File: src/pkg/tcl_pkg.sv
package tcl_pkg;

  // ----------------------------------------------------------------
  // Geometry
  // ----------------------------------------------------------------
  localparam int unsigned NUM_CH   = 4;  // internal + three external
  localparam int unsigned NUM_BETA = 2;
  localparam int unsigned NUM_IDEAL = 3;

  // ----------------------------------------------------------------
  // Register offsets
  // ----------------------------------------------------------------
  localparam logic [7:0] ADDR_ALARM_MASK  = 8'h1f;
  localparam logic [7:0] ADDR_CONSEC      = 8'h22;
  localparam logic [7:0] ADDR_BETA_CH1    = 8'h25;
  localparam logic [7:0] ADDR_BETA_CH2    = 8'h26;
  localparam logic [7:0] ADDR_IDEAL_CH1   = 8'h27;
  localparam logic [7:0] ADDR_IDEAL_CH2   = 8'h28;
  localparam logic [7:0] ADDR_IDEAL_CH3   = 8'h31;
  localparam logic [7:0] ADDR_HIGH_FLAGS  = 8'h35;
  localparam logic [7:0] ADDR_LOW_FLAGS   = 8'h36;
  localparam logic [7:0] ADDR_OT_FLAGS    = 8'h37;

  // ----------------------------------------------------------------
  // Field positions
  // ----------------------------------------------------------------
  localparam int unsigned AUTO_BETA_BIT   = 3;
  localparam int unsigned BETA_LSB        = 0;
  localparam int unsigned BETA_W          = 3;
  localparam int unsigned IDEAL_W         = 6;
  localparam int unsigned OT_COUNT_LSB    = 4;
  localparam int unsigned ALARM_COUNT_LSB = 1;
  localparam int unsigned COUNT_W         = 3;
  localparam int unsigned TIMEOUT_BIT     = 7;

  // ----------------------------------------------------------------
  // Reset values and codes
  // ----------------------------------------------------------------
  localparam logic            AUTO_BETA_RST   = 1'b1;
  localparam logic [2:0]      BETA_RST        = 3'h0;
  localparam logic [2:0]      BETA_DISABLED   = 3'h7;
  localparam logic [5:0]      IDEAL_RST       = 6'h12;
  localparam logic [3:0]      ALARM_MASK_RST  = 4'h0;
  localparam logic [2:0]      OT_COUNT_RST    = 3'h7;
  localparam logic [2:0]      ALARM_COUNT_RST = 3'h0;
  localparam logic            TIMEOUT_RST     = 1'b0;

  // ----------------------------------------------------------------
  // Carriers
  // ----------------------------------------------------------------
  typedef struct packed {
    logic [NUM_CH-1:0] above_high;
    logic [NUM_CH-1:0] below_low;
    logic [NUM_CH-1:0] above_ot;
    logic [NUM_CH-1:0] below_ot_hyst;
  } tcl_cmp_s;

  typedef struct packed {
    logic [NUM_BETA-1:0]       valid;
    logic [NUM_BETA*3-1:0]     value;
  } tcl_beta_det_s;

  // Consecutive-count code to measurement count: 000=1 001=2 011=3 111=4
  function automatic logic [2:0] tcl_consec_need(input logic [2:0] code);
    tcl_consec_need = 3'h1 + {2'h0, code[0]} + {2'h0, code[1]}
                    + {2'h0, code[2]};
  endfunction : tcl_consec_need

endpackage : tcl_pkg

File: src/rtl/tcl_sticky_flags.sv
`timescale 1ns/1ps
`default_nettype none
module tcl_sticky_flags
  import tcl_pkg::*;
#(
  parameter int unsigned W = 4
) (
  input  wire logic         clk,
  input  wire logic         srst,
  input  wire logic [W-1:0] set,
  input  wire logic [W-1:0] clr,
  output logic      [W-1:0] q
);

  // Set beats a clear in the same cycle
  always_ff @(posedge clk) begin
    if (srst) begin
      q <= '0;
    end else begin
      q <= (q & ~clr) | set;
    end
  end

endmodule : tcl_sticky_flags
`default_nettype wire

File: src/rtl/tcl_consec_filter.sv
`timescale 1ns/1ps
`default_nettype none
module tcl_consec_filter
  import tcl_pkg::*;
(
  input  wire logic       clk,
  input  wire logic       srst,
  input  wire logic       meas_done,
  input  wire logic       exceed,
  input  wire logic [2:0] code,
  output logic            qualified
);

  logic [2:0] run;
  logic [2:0] next_run;

  always_comb begin
    next_run = run;
    if (meas_done) begin
      if (!exceed) begin
        next_run = 3'h0;
      end else if (run != 3'h4) begin
        next_run = run + 3'h1;
      end
    end
  end

  always_ff @(posedge clk) begin
    if (srst) begin
      run       <= 3'h0;
      qualified <= 1'b0;
    end else begin
      run       <= next_run;
      qualified <= (next_run >= tcl_consec_need(code));
    end
  end

endmodule : tcl_consec_filter
`default_nettype wire

File: src/rtl/tcl_regs.sv
// Overview of operation
// Beta config registers at 25h/26h; bit 3 auto-detect enable, resets one.
// Beta field shows value in use; auto mode ignores host writes.
// Beta codes 000..110 select factors; code 111 disables compensation.
// Six-bit ideality at 27h, 28h, 31h; resets to 010010.
// High flags at 35h set when channel exceeds high limit.
// Reading 35h returns flags then clears them and high summary.
// Low flags at 36h set when channel drops below low limit.
// Reading 36h clears low flags and low summary bit.
// Overtemp flags at 37h set when channel exceeds overtemp limit.
// Any overtemp flag set raises the overtemp summary bit.
// Reading 37h does not clear the overtemp flags.
// Overtemp flag clears once below limit minus hysteresis.
// Overtemp summary clears only when all channel flags clear.
// Pins assert only after the programmed consecutive measurement count; here ext_fault drives the alarm pin without the count.
// Mask bits at 1Fh stop a channel asserting the alarm pin.
// Overtemp pin asserted while any overtemp flag remains set.
// A flag set in the same cycle as its read-clear stays set.
`timescale 1ns/1ps
`default_nettype none
module tcl_regs
  import tcl_pkg::*;
(
  input  wire logic                   clk,
  input  wire logic                   srst,
  // Register access from the management bus engine
  input  wire logic [7:0]             reg_addr,
  input  wire logic                   reg_wr,
  input  wire logic                   reg_rd,
  input  wire logic [7:0]             reg_wdata,
  output logic      [7:0]             reg_rdata,
  // Measurement engine
  input  wire logic                   meas_done,
  input  wire tcl_cmp_s               cmp,
  input  wire logic [NUM_CH-1:1]      ext_fault,
  input  wire tcl_beta_det_s          beta_det,
  // Configuration toward the measurement engine
  output logic [NUM_BETA-1:0]         auto_beta_enable,
  output logic [NUM_BETA*3-1:0]       beta_setting,
  output logic [NUM_BETA-1:0]         beta_comp_on,
  output logic [NUM_IDEAL*6-1:0]      ideality_factor,
  output logic                        bus_timeout_enable,
  // Summary bits of the main status register
  output logic                        high_summary,
  output logic                        low_summary,
  output logic                        overtemp_summary,
  // Pins
  output logic                        overtemp_pin,
  output logic                        alarm_pin
);

  // ----------------------------------------------------------------
  // Decode
  // ----------------------------------------------------------------
  logic wr_mask;
  logic wr_consec;
  logic rd_high;
  logic rd_low;
  logic [NUM_BETA-1:0]  wr_beta;
  logic [NUM_IDEAL-1:0] wr_ideal;

  assign wr_mask   = reg_wr && (reg_addr == ADDR_ALARM_MASK);
  assign wr_consec = reg_wr && (reg_addr == ADDR_CONSEC);
  assign wr_beta[0]  = reg_wr && (reg_addr == ADDR_BETA_CH1);
  assign wr_beta[1]  = reg_wr && (reg_addr == ADDR_BETA_CH2);
  assign wr_ideal[0] = reg_wr && (reg_addr == ADDR_IDEAL_CH1);
  assign wr_ideal[1] = reg_wr && (reg_addr == ADDR_IDEAL_CH2);
  assign wr_ideal[2] = reg_wr && (reg_addr == ADDR_IDEAL_CH3);
  assign rd_high   = reg_rd && (reg_addr == ADDR_HIGH_FLAGS);
  assign rd_low    = reg_rd && (reg_addr == ADDR_LOW_FLAGS);

  // ----------------------------------------------------------------
  // Alarm mask and consecutive-count configuration
  // ----------------------------------------------------------------
  logic [NUM_CH-1:0] alarm_mask;
  logic [2:0]        overtemp_consecutive_count;
  logic [2:0]        alarm_consecutive_count;

  always_ff @(posedge clk) begin
    if (srst) begin
      alarm_mask <= ALARM_MASK_RST;
    end else if (wr_mask) begin
      alarm_mask <= reg_wdata[NUM_CH-1:0];
    end
  end

  always_ff @(posedge clk) begin
    if (srst) begin
      overtemp_consecutive_count <= OT_COUNT_RST;
      alarm_consecutive_count    <= ALARM_COUNT_RST;
      bus_timeout_enable         <= TIMEOUT_RST;
    end else if (wr_consec) begin
      overtemp_consecutive_count <= reg_wdata[OT_COUNT_LSB +: COUNT_W];
      alarm_consecutive_count    <= reg_wdata[ALARM_COUNT_LSB +: COUNT_W];
      bus_timeout_enable         <= reg_wdata[TIMEOUT_BIT];
    end
  end

  // ----------------------------------------------------------------
  // Beta compensation configuration
  // ----------------------------------------------------------------
  genvar gb;
  generate
    for (gb = 0; gb < NUM_BETA; gb++) begin : g_beta
      always_ff @(posedge clk) begin
        if (srst) begin
          auto_beta_enable[gb] <= AUTO_BETA_RST;
        end else if (wr_beta[gb]) begin
          auto_beta_enable[gb] <= reg_wdata[AUTO_BETA_BIT];
        end
      end

      always_ff @(posedge clk) begin
        if (srst) begin
          beta_setting[gb*3 +: 3] <= BETA_RST;
        end else if (auto_beta_enable[gb]) begin
          if (beta_det.valid[gb]) begin
            beta_setting[gb*3 +: 3] <= beta_det.value[gb*3 +: 3];
          end
        end else if (wr_beta[gb]) begin
          beta_setting[gb*3 +: 3] <= reg_wdata[BETA_LSB +: BETA_W];
        end
      end

      // Compensation follows the field actually stored
      always_ff @(posedge clk) begin
        if (srst) begin
          beta_comp_on[gb] <= (BETA_RST != BETA_DISABLED);
        end else if (auto_beta_enable[gb]) begin
          if (beta_det.valid[gb]) begin
            beta_comp_on[gb] <=
              (beta_det.value[gb*3 +: 3] != BETA_DISABLED);
          end
        end else if (wr_beta[gb]) begin
          beta_comp_on[gb] <=
            (reg_wdata[BETA_LSB +: BETA_W] != BETA_DISABLED);
        end
      end
    end
  endgenerate

  // ----------------------------------------------------------------
  // Ideality factors
  // ----------------------------------------------------------------
  genvar gi;
  generate
    for (gi = 0; gi < NUM_IDEAL; gi++) begin : g_ideal
      always_ff @(posedge clk) begin
        if (srst) begin
          ideality_factor[gi*6 +: 6] <= IDEAL_RST;
        end else if (wr_ideal[gi]) begin
          ideality_factor[gi*6 +: 6] <= reg_wdata[IDEAL_W-1:0];
        end
      end
    end
  endgenerate

  // ----------------------------------------------------------------
  // Limit flags
  // ----------------------------------------------------------------
  logic [NUM_CH-1:0] high_flags;
  logic [NUM_CH-1:0] low_flags;
  logic [NUM_CH-1:0] ot_flags;
  logic [NUM_CH-1:0] high_set;
  logic [NUM_CH-1:0] low_set;
  logic [NUM_CH-1:0] ot_set;
  logic [NUM_CH-1:0] ot_clr;

  assign high_set = meas_done ? cmp.above_high : '0;
  assign low_set  = meas_done ? cmp.below_low  : '0;
  assign ot_set   = meas_done ? cmp.above_ot   : '0;
  assign ot_clr   = meas_done ? cmp.below_ot_hyst : '0;

  tcl_sticky_flags #(.W(NUM_CH)) u_high_flags (
    .clk  (clk),
    .srst (srst),
    .set  (high_set),
    .clr  ({NUM_CH{rd_high}}),
    .q    (high_flags)
  );

  tcl_sticky_flags #(.W(NUM_CH)) u_low_flags (
    .clk  (clk),
    .srst (srst),
    .set  (low_set),
    .clr  ({NUM_CH{rd_low}}),
    .q    (low_flags)
  );

  // No read term on the clear: reads leave these alone
  tcl_sticky_flags #(.W(NUM_CH)) u_ot_flags (
    .clk  (clk),
    .srst (srst),
    .set  (ot_set),
    .clr  (ot_clr),
    .q    (ot_flags)
  );

  // ----------------------------------------------------------------
  // Summary bits
  // ----------------------------------------------------------------
  always_ff @(posedge clk) begin
    if (srst) begin
      high_summary     <= 1'b0;
      low_summary      <= 1'b0;
      overtemp_summary <= 1'b0;
    end else begin
      high_summary     <= (high_summary && !rd_high)
                          || (|high_set);
      low_summary      <= (low_summary && !rd_low)
                          || (|low_set);
      overtemp_summary <= |((ot_flags & ~ot_clr) | ot_set);
    end
  end

  // ----------------------------------------------------------------
  // Consecutive qualification and pins
  // ----------------------------------------------------------------
  logic [NUM_CH-1:0] ot_qual;
  logic [NUM_CH-1:0] alarm_qual;
  logic [NUM_CH-1:0] alarm_cond;
  logic [NUM_CH-1:0] out_of_limit;

  assign out_of_limit = cmp.above_high | cmp.below_low | cmp.above_ot;
  assign alarm_cond   = (high_flags | low_flags | ot_flags
                        | {ext_fault, 1'b0}) & ~alarm_mask;

  genvar gc;
  generate
    for (gc = 0; gc < NUM_CH; gc++) begin : g_consec
      tcl_consec_filter u_ot_filter (
        .clk       (clk),
        .srst      (srst),
        .meas_done (meas_done),
        .exceed    (cmp.above_ot[gc]),
        .code      (overtemp_consecutive_count),
        .qualified (ot_qual[gc])
      );

      tcl_consec_filter u_alarm_filter (
        .clk       (clk),
        .srst      (srst),
        .meas_done (meas_done),
        .exceed    (out_of_limit[gc]),
        .code      (alarm_consecutive_count),
        .qualified (alarm_qual[gc])
      );
    end
  endgenerate

  always_ff @(posedge clk) begin
    if (srst) begin
      overtemp_pin <= 1'b0;
    end else begin
      overtemp_pin <= (|ot_flags)
                      && (overtemp_pin
                          || (|(ot_qual & ot_flags)));
    end
  end

  always_ff @(posedge clk) begin
    if (srst) begin
      alarm_pin <= 1'b0;
    end else begin
      alarm_pin <= (|alarm_cond)
                   && (alarm_pin
                       || (|(alarm_cond & (alarm_qual | {ext_fault, 1'b0}))));

    end
  end

  // ----------------------------------------------------------------
  // Read data
  // ----------------------------------------------------------------
  logic [7:0] next_rdata;

  always_comb begin
    next_rdata = 8'h00;
    unique case (reg_addr)
      ADDR_ALARM_MASK: next_rdata = {4'h0, alarm_mask};
      ADDR_CONSEC:     next_rdata = {bus_timeout_enable,
                                     overtemp_consecutive_count,
                                     alarm_consecutive_count, 1'b0};
      ADDR_BETA_CH1:   next_rdata = {4'h0, auto_beta_enable[0],
                                     beta_setting[2:0]};
      ADDR_BETA_CH2:   next_rdata = {4'h0, auto_beta_enable[1],
                                     beta_setting[5:3]};
      ADDR_IDEAL_CH1:  next_rdata = {2'h0, ideality_factor[5:0]};
      ADDR_IDEAL_CH2:  next_rdata = {2'h0, ideality_factor[11:6]};
      ADDR_IDEAL_CH3:  next_rdata = {2'h0, ideality_factor[17:12]};
      ADDR_HIGH_FLAGS: next_rdata = {4'h0, high_flags};
      ADDR_LOW_FLAGS:  next_rdata = {4'h0, low_flags};
      ADDR_OT_FLAGS:   next_rdata = {4'h0, ot_flags};
      default:         next_rdata = 8'h00;
    endcase
  end

  always_ff @(posedge clk) begin
    if (srst) begin
      reg_rdata <= 8'h00;
    end else if (reg_rd) begin
      reg_rdata <= next_rdata;
    end
  end

endmodule : tcl_regs
`default_nettype wire

File: config.mk
export PLATFORM = sky130hd
export DESIGN_NAME = tcl_regs
export DESIGN_NICKNAME = d
export VERILOG_FILES = /design/src/pkg/tcl_pkg.sv /design/src/rtl/tcl_sticky_flags.sv /design/src/rtl/tcl_consec_filter.sv /design/src/rtl/tcl_regs.sv
export SDC_FILE = /design/constraint.sdc
export NUM_CORES = 1
export LEC_CHECK = 0
export BUFFER_PORTS_ARGS = -buffer_cell sky130_fd_sc_hd__buf_2
export CORE_UTILIZATION = 60
export DETAILED_ROUTE_END_ITERATION = 10
export PLACE_DENSITY = 0.92
export SLEW_MARGIN = 20
export SYNTH_ARGS = -nofsm -noshare
export SYNTH_HDL_FRONTEND = slang
export SYNTH_SLANG_ARGS = --single-unit
File: constraint.sdc
create_clock -name clk -period 5.8 [get_ports clk]
set_input_delay 0.58 -clock clk [delete_from_list [all_inputs] [get_ports clk]]
set_output_delay 0.58 -clock clk [all_outputs]
set_load 0.005 [all_outputs]
* Yosys cells after proc, flatten, opt, wreduce, memory -nomap -nowiden
Index checks and enable logic that the tools add are counted.
Word-level totals: output and inout bits 42, input bits 48, logic and storage cells 173, bits in registers 96
Cells by class: reductions and logical operators 30, bitwise operators 19, eq/ne operators 23, order comparisons 8, muxes and demuxes 41, add/subtract/negate cells 14
Operators by type and width (count):
- 3-bit 2-to-1 mux | 30
- 8-bit case mux with 10 select lines | 1
- 8-bit by 6-bit equality test with 1-bit output (second input constant) | 9
- 4-bit bitwise OR | 9
- 3-bit inequality test (second input constant) | 11
- 4-bit OR reduction | 7
- 3-bit by 1-bit adder with 3-bit output (second input constant) | 8
- 4-bit AND | 6
- 3-bit >= comparator | 8
- 4-bit 2-to-1 mux | 4
- 4-bit inverter | 4
- 1-bit logical AND | 13
- 3-bit by 1-bit adder with 3-bit output | 4
- 8-bit by 5-bit equality test with 1-bit output (second input constant) | 1
- 1-bit 2-to-1 mux | 6
- 1-bit by 1-bit adder with 2-bit output (first input constant) | 2
- 1-bit logical OR | 4
- 2-bit inequality test (second input constant) | 2
- 2-bit AND reduction | 2
- 2-bit nonzero test | 2
- 1-bit zero test | 2

* Longest topological paths before layout
depth after elaboration 8, mapped depth 11, mapped depth without buffers 11

* By module
A second synthesis with hierarchy kept.
Unflattened totals: cell total of the unflattened synthesis 696, area total of the unflattened synthesis 5891.9 um^2
By module, submodules not included:
- tcl_regs | seq. area each 1041.0 um^2, times used 1, cells an instance 344, area each 2909.0 um^2
- tcl_consec_filter | seq. area each 80.1 um^2, times used 8, cells an instance 38, area each 320.3 um^2
- tcl_sticky_flags | seq. area each 80.1 um^2, times used 3, cells an instance 16, area each 140.1 um^2

* Worst setup path after synthesis
OpenSTA, ideal clock, no wires.
kind input to register, start in meas_done, end reg g_consec[2].u_ot_filter.qualified, path slack 3.367 ns, data arrival time 2.375 ns, buffers on the path 3, library setup time 0.058 ns, required time 5.742 ns, stages on the path 10, cells stage by stage clkbuf_1 > clkbuf_1 > clkbuf_1 > nand3_1 > o21ai_0 > a2bb2oi_1 > ha_1 > nor2b_1 > a2111o_1 > nand2_1
On the way: longest elaborated chain between the ends 2
RTL lines:
- from (decl) | RTL line tcl_regs.sv:33 | input wire logic meas_done,
- 3-bit 2-to-1 mux | RTL line tcl_consec_filter.sv:19 | if (meas_done) begin
- 3-bit >= comparator | RTL line tcl_consec_filter.sv:34 | qualified <= (next_run >= tcl_consec_need(code));
- to (signal assigned) | RTL line tcl_consec_filter.sv:34
- to (decl) | RTL line tcl_consec_filter.sv:11 | output logic qualified
No other way between the ends. A chain may end at the register's enable or synchronous reset.

* Worst setup path in the final report
start in meas_done, end reg g_consec[3].u_alarm_filter.qualified
On the way: longest elaborated chain between the ends 2
RTL lines (RTL line):
- 3-bit 2-to-1 mux | tcl_consec_filter.sv:19
- 3-bit >= comparator | tcl_consec_filter.sv:34
- to (signal assigned) | tcl_consec_filter.sv:34
- to (decl) | tcl_consec_filter.sv:11
No other way between the ends.

==> run metrics <==
Core ar. 8300 sq um; HPWL Detailed 10,200 um; worst endpoint data arrival time 3.10 ns; CP dominant cell by count nand2b_1; Tightest Pin Transition 1.04 ns; sw frac 29.3%; Cell Area, Synth 5210 sq um; Final Wtd Congestion 1.02; first-pass GRT wire length 21,800 um; WHS 0.445 ns; Critical Path Slowest Stage Cell buf_2; Internal Power 0.922 mW; clk slew on worst S/H paths 0.10 ns; skew final 0.0103 ns; outcome finished, final reports clean; total routed wirelength 13,700 um; Post-DP Area 5660 sq um; Vias 4,879; number of I/O pins 90; Syn Nets 699; combinational power share 14.6%; CP Launch Type primary input; Via density 6.15; Num CTS Buffers 9; Worst-Skew Late Latency 0.36 ns; Sequential Power Share 54.0%; Initial DRC Count 331; final setup violation count 0; fmax 350 MHz; TritonCTS clock tree done; maximum vdd drop 0.182 mV; endpoints failing hold 0; Hold WC Path Type in2reg; Hold Startpoint reg_wdata[4]; Rel. slew slack 30.4%; worst setup margin 2.94 ns; DRT met1 WL 5580 um; wire per inst 17.3 um; Max-Cap Viols 0; WS Path Type in2reg; die area 9060 sq um; critical path's largest stage delay 0.76 ns; Root Driver clkbuf_8; worst hold stages 2; drt first pass iters 6; Avg Cell Area, Syn 8.47 sq um; leak pwr 2.58 nW; TritonCTS Sinks 96; share of cells above drive strength 1 18.3%; Seq/Total Area, Yosys 36.9%; commonest non-fill, non-tap cell in the layout dfxtp_1; Ys Warns 0; synthesized instance count 615; Layout area overhead 12.0%; Place WS 2.66 ns; Routed Antenna Nets 0; hold path endpoint ideality_factor[16]; Critical Path RT 6.04 ns; met2 WL 6810 um; Period minus WS final 2.86 ns; worst-path fanout max 61; post-synth cell types 63; Die X 95.2 um; clock power share 31.4%; uppermost layer routed met4; CP Capture Type flip-flop; met3 wire length 1060 um; H-Tree Depth 3; asr flop ratio synth 0%; cts repair resizes 0; Final Util 70.3%; final instance area 5830 sq um; ANT cells 0; R2R Path Start alarm_consecutive_count[1]; Nets 767; Yosys reg bits 96; initial antenna violation count 0; Die H 95.2 um; row count 33; RSZ-0062 raised after global routing no; RR Endpoint g_consec[2].u_alarm_filter.qualified; FF-to-FF setup slack 3.58 ns; Max Slew Vio Count 0; Max Buffers Root-to-Sink 2; count of buffers from port buffering 89; number of global-route vias before repair 4,568; Psw 0.382 mW; reg2reg path depth 8; initial core utilization 62.8%; Top FF cell, synth dfxtp_1; period utilisation layout 49.3%; PD cells 224 nW/um^2; total congestion overflow 0; Post-synth EDFFs 0; CTS hold repair buffers 0; TNS Setup 0 ns; GRT Util Overall 31.3%; largest net degree at the start of global routing 62; most frequent cells in the layout 96 x dfxtp_1, 89 x buf_2, 75 x nor2_1, 48 x nand2_1, 43 x inv_1; worst-path cell chain buf_2, nor4b_2, nand2b_1, ha_1, nand2b_1, maj3_1, a21oi_1, nor2_1; Post CTS Setup Buffer Count 0; Post-route DRC 0
==> power by group through the flow <==
stage	clock, mW	combinational, mW	sequential, mW
2_1_floorplan	0	0.125	0.713
3_3_place_gp	0	0.173	0.717
3_5_place_dp	0	0.185	0.719
4_1_cts	0.417	0.188	0.704
5_1_grt	0.446	0.213	0.708
6_report	0.409	0.190	0.705
==> synth_stat cells (3+ instances only) <==
library cell / instances / share of area, %
a41oi_1: 5 / 0.84
inv_1: 43 / 3.1
clkbuf_1: 26 / 1.9
nor4_1: 7 / 0.84
a2bb2oi_1: 3 / 0.50
a211o_1: 9 / 1.5
o22ai_1: 3 / 0.36
a22oi_1: 17 / 2.4
nor2_1: 75 / 5.4
buf_2: 3 / 0.29
dfxtp_1: 96 / 37
or3_1: 4 / 0.48
xnor2_1: 4 / 0.67
o21ai_1: 3 / 0.29
nand2b_1: 11 / 1.3
nor4b_2: 6 / 1.7
nand3_1: 28 / 2.7
a221oi_1: 4 / 0.67
and4b_1: 6 / 1.2
nor2b_1: 10 / 1.2
ha_1: 34 / 8.2
nand2_1: 48 / 3.5
o21a_1: 3 / 0.43
nor3_1: 15 / 1.4
and2_1: 3 / 0.36
nand3b_1: 5 / 0.72
a211oi_1: 9 / 1.3
a21oi_1: 41 / 3.9
mux2i_1: 25 / 4.8
o21ai_0: 17 / 1.6
maj3_1: 4 / 0.77
a31oi_1: 4 / 0.48
mux2_2: 4 / 0.86
==> worst max path at each step <==
stage	startpoint	to	slack, ns	cells after the start
after CTS	meas_done	g_consec[3].u_alarm_filter.qualified	3.01	8
final	meas_done	g_consec[3].u_alarm_filter.qualified	2.94	8
after global routing	meas_done	g_consec[3].u_alarm_filter.qualified	2.81	8
after detailed placement	meas_done	g_consec[3].u_alarm_filter.qualified	2.66	8
after global placement	meas_done	g_consec[2].u_alarm_filter.qualified	2.83	8
after floorplan	meas_done	g_consec[2].u_ot_filter.qualified	3.37	10
==> cell families after synthesis <==
group / after synthesis / synth area share [%]
multiplexers: 29 / 5.67
AO/OA/AOI/OAI: 139 / 18.1
adder cells (fa/ha/maj): 40 / 9.70
buffers and inverters: 76 / 5.76
XOR/XNOR: 4 / 0.672
flip-flops: 96 / 36.9
AND/OR/NAND/NOR: 231 / 23.2
==> worst max-delay path: cells and delay by family <==
family                     cells  cell delay (ns)
AOI/OAI and AO/OA              1             0.16
adders and majority gates      2             0.59
buffers and inverters          1             0.76
and+or+nand+nor                4             1.00
==> metal layers <==
metal	vias to the layer above	GRT usage [%]
li1	2329	-
met1	2318	38.8
met2	211	55.3
met3	21	4.31
met4	0	10.9
met5	-	0
==> metrics by stage <==
step	total power, mW	instances
2_1_floorplan	0.837	615
3_3_place_gp	0.891	777
3_5_place_dp	0.904	777
4_1_cts	1.31	793
5_1_grt	1.37	793
6_report	1.30	793
==> area by class of cell <==
class	instances	area [sq um]
fill	675	2460
timing repair buffer	90	453
multi-input combinational	443	2990
clock inverter	7	55.1
clock buffer	9	124
tap	105	131
inverter	43	161
sequential	96	1920
==> sequential cells by signal (all words and copies together) (netlist names), 2 cells and up <==
register / flops
g_consec.u_ot_filter.run: 12
reg_rdata: 8
g_consec.u_alarm_filter.run: 12
u_high_flags.q: 4
alarm_consecutive_count: 3
overtemp_consecutive_count: 3
ideality_factor: 18
beta_comp_on: 2
beta_setting: 6
u_ot_flags.q: 4
u_low_flags.q: 4
g_consec.u_alarm_filter.qualified: 4
alarm_mask: 4
g_consec.u_ot_filter.qualified: 4
auto_beta_enable: 2
Note: power is estimated with default switching activity, not from simulation.
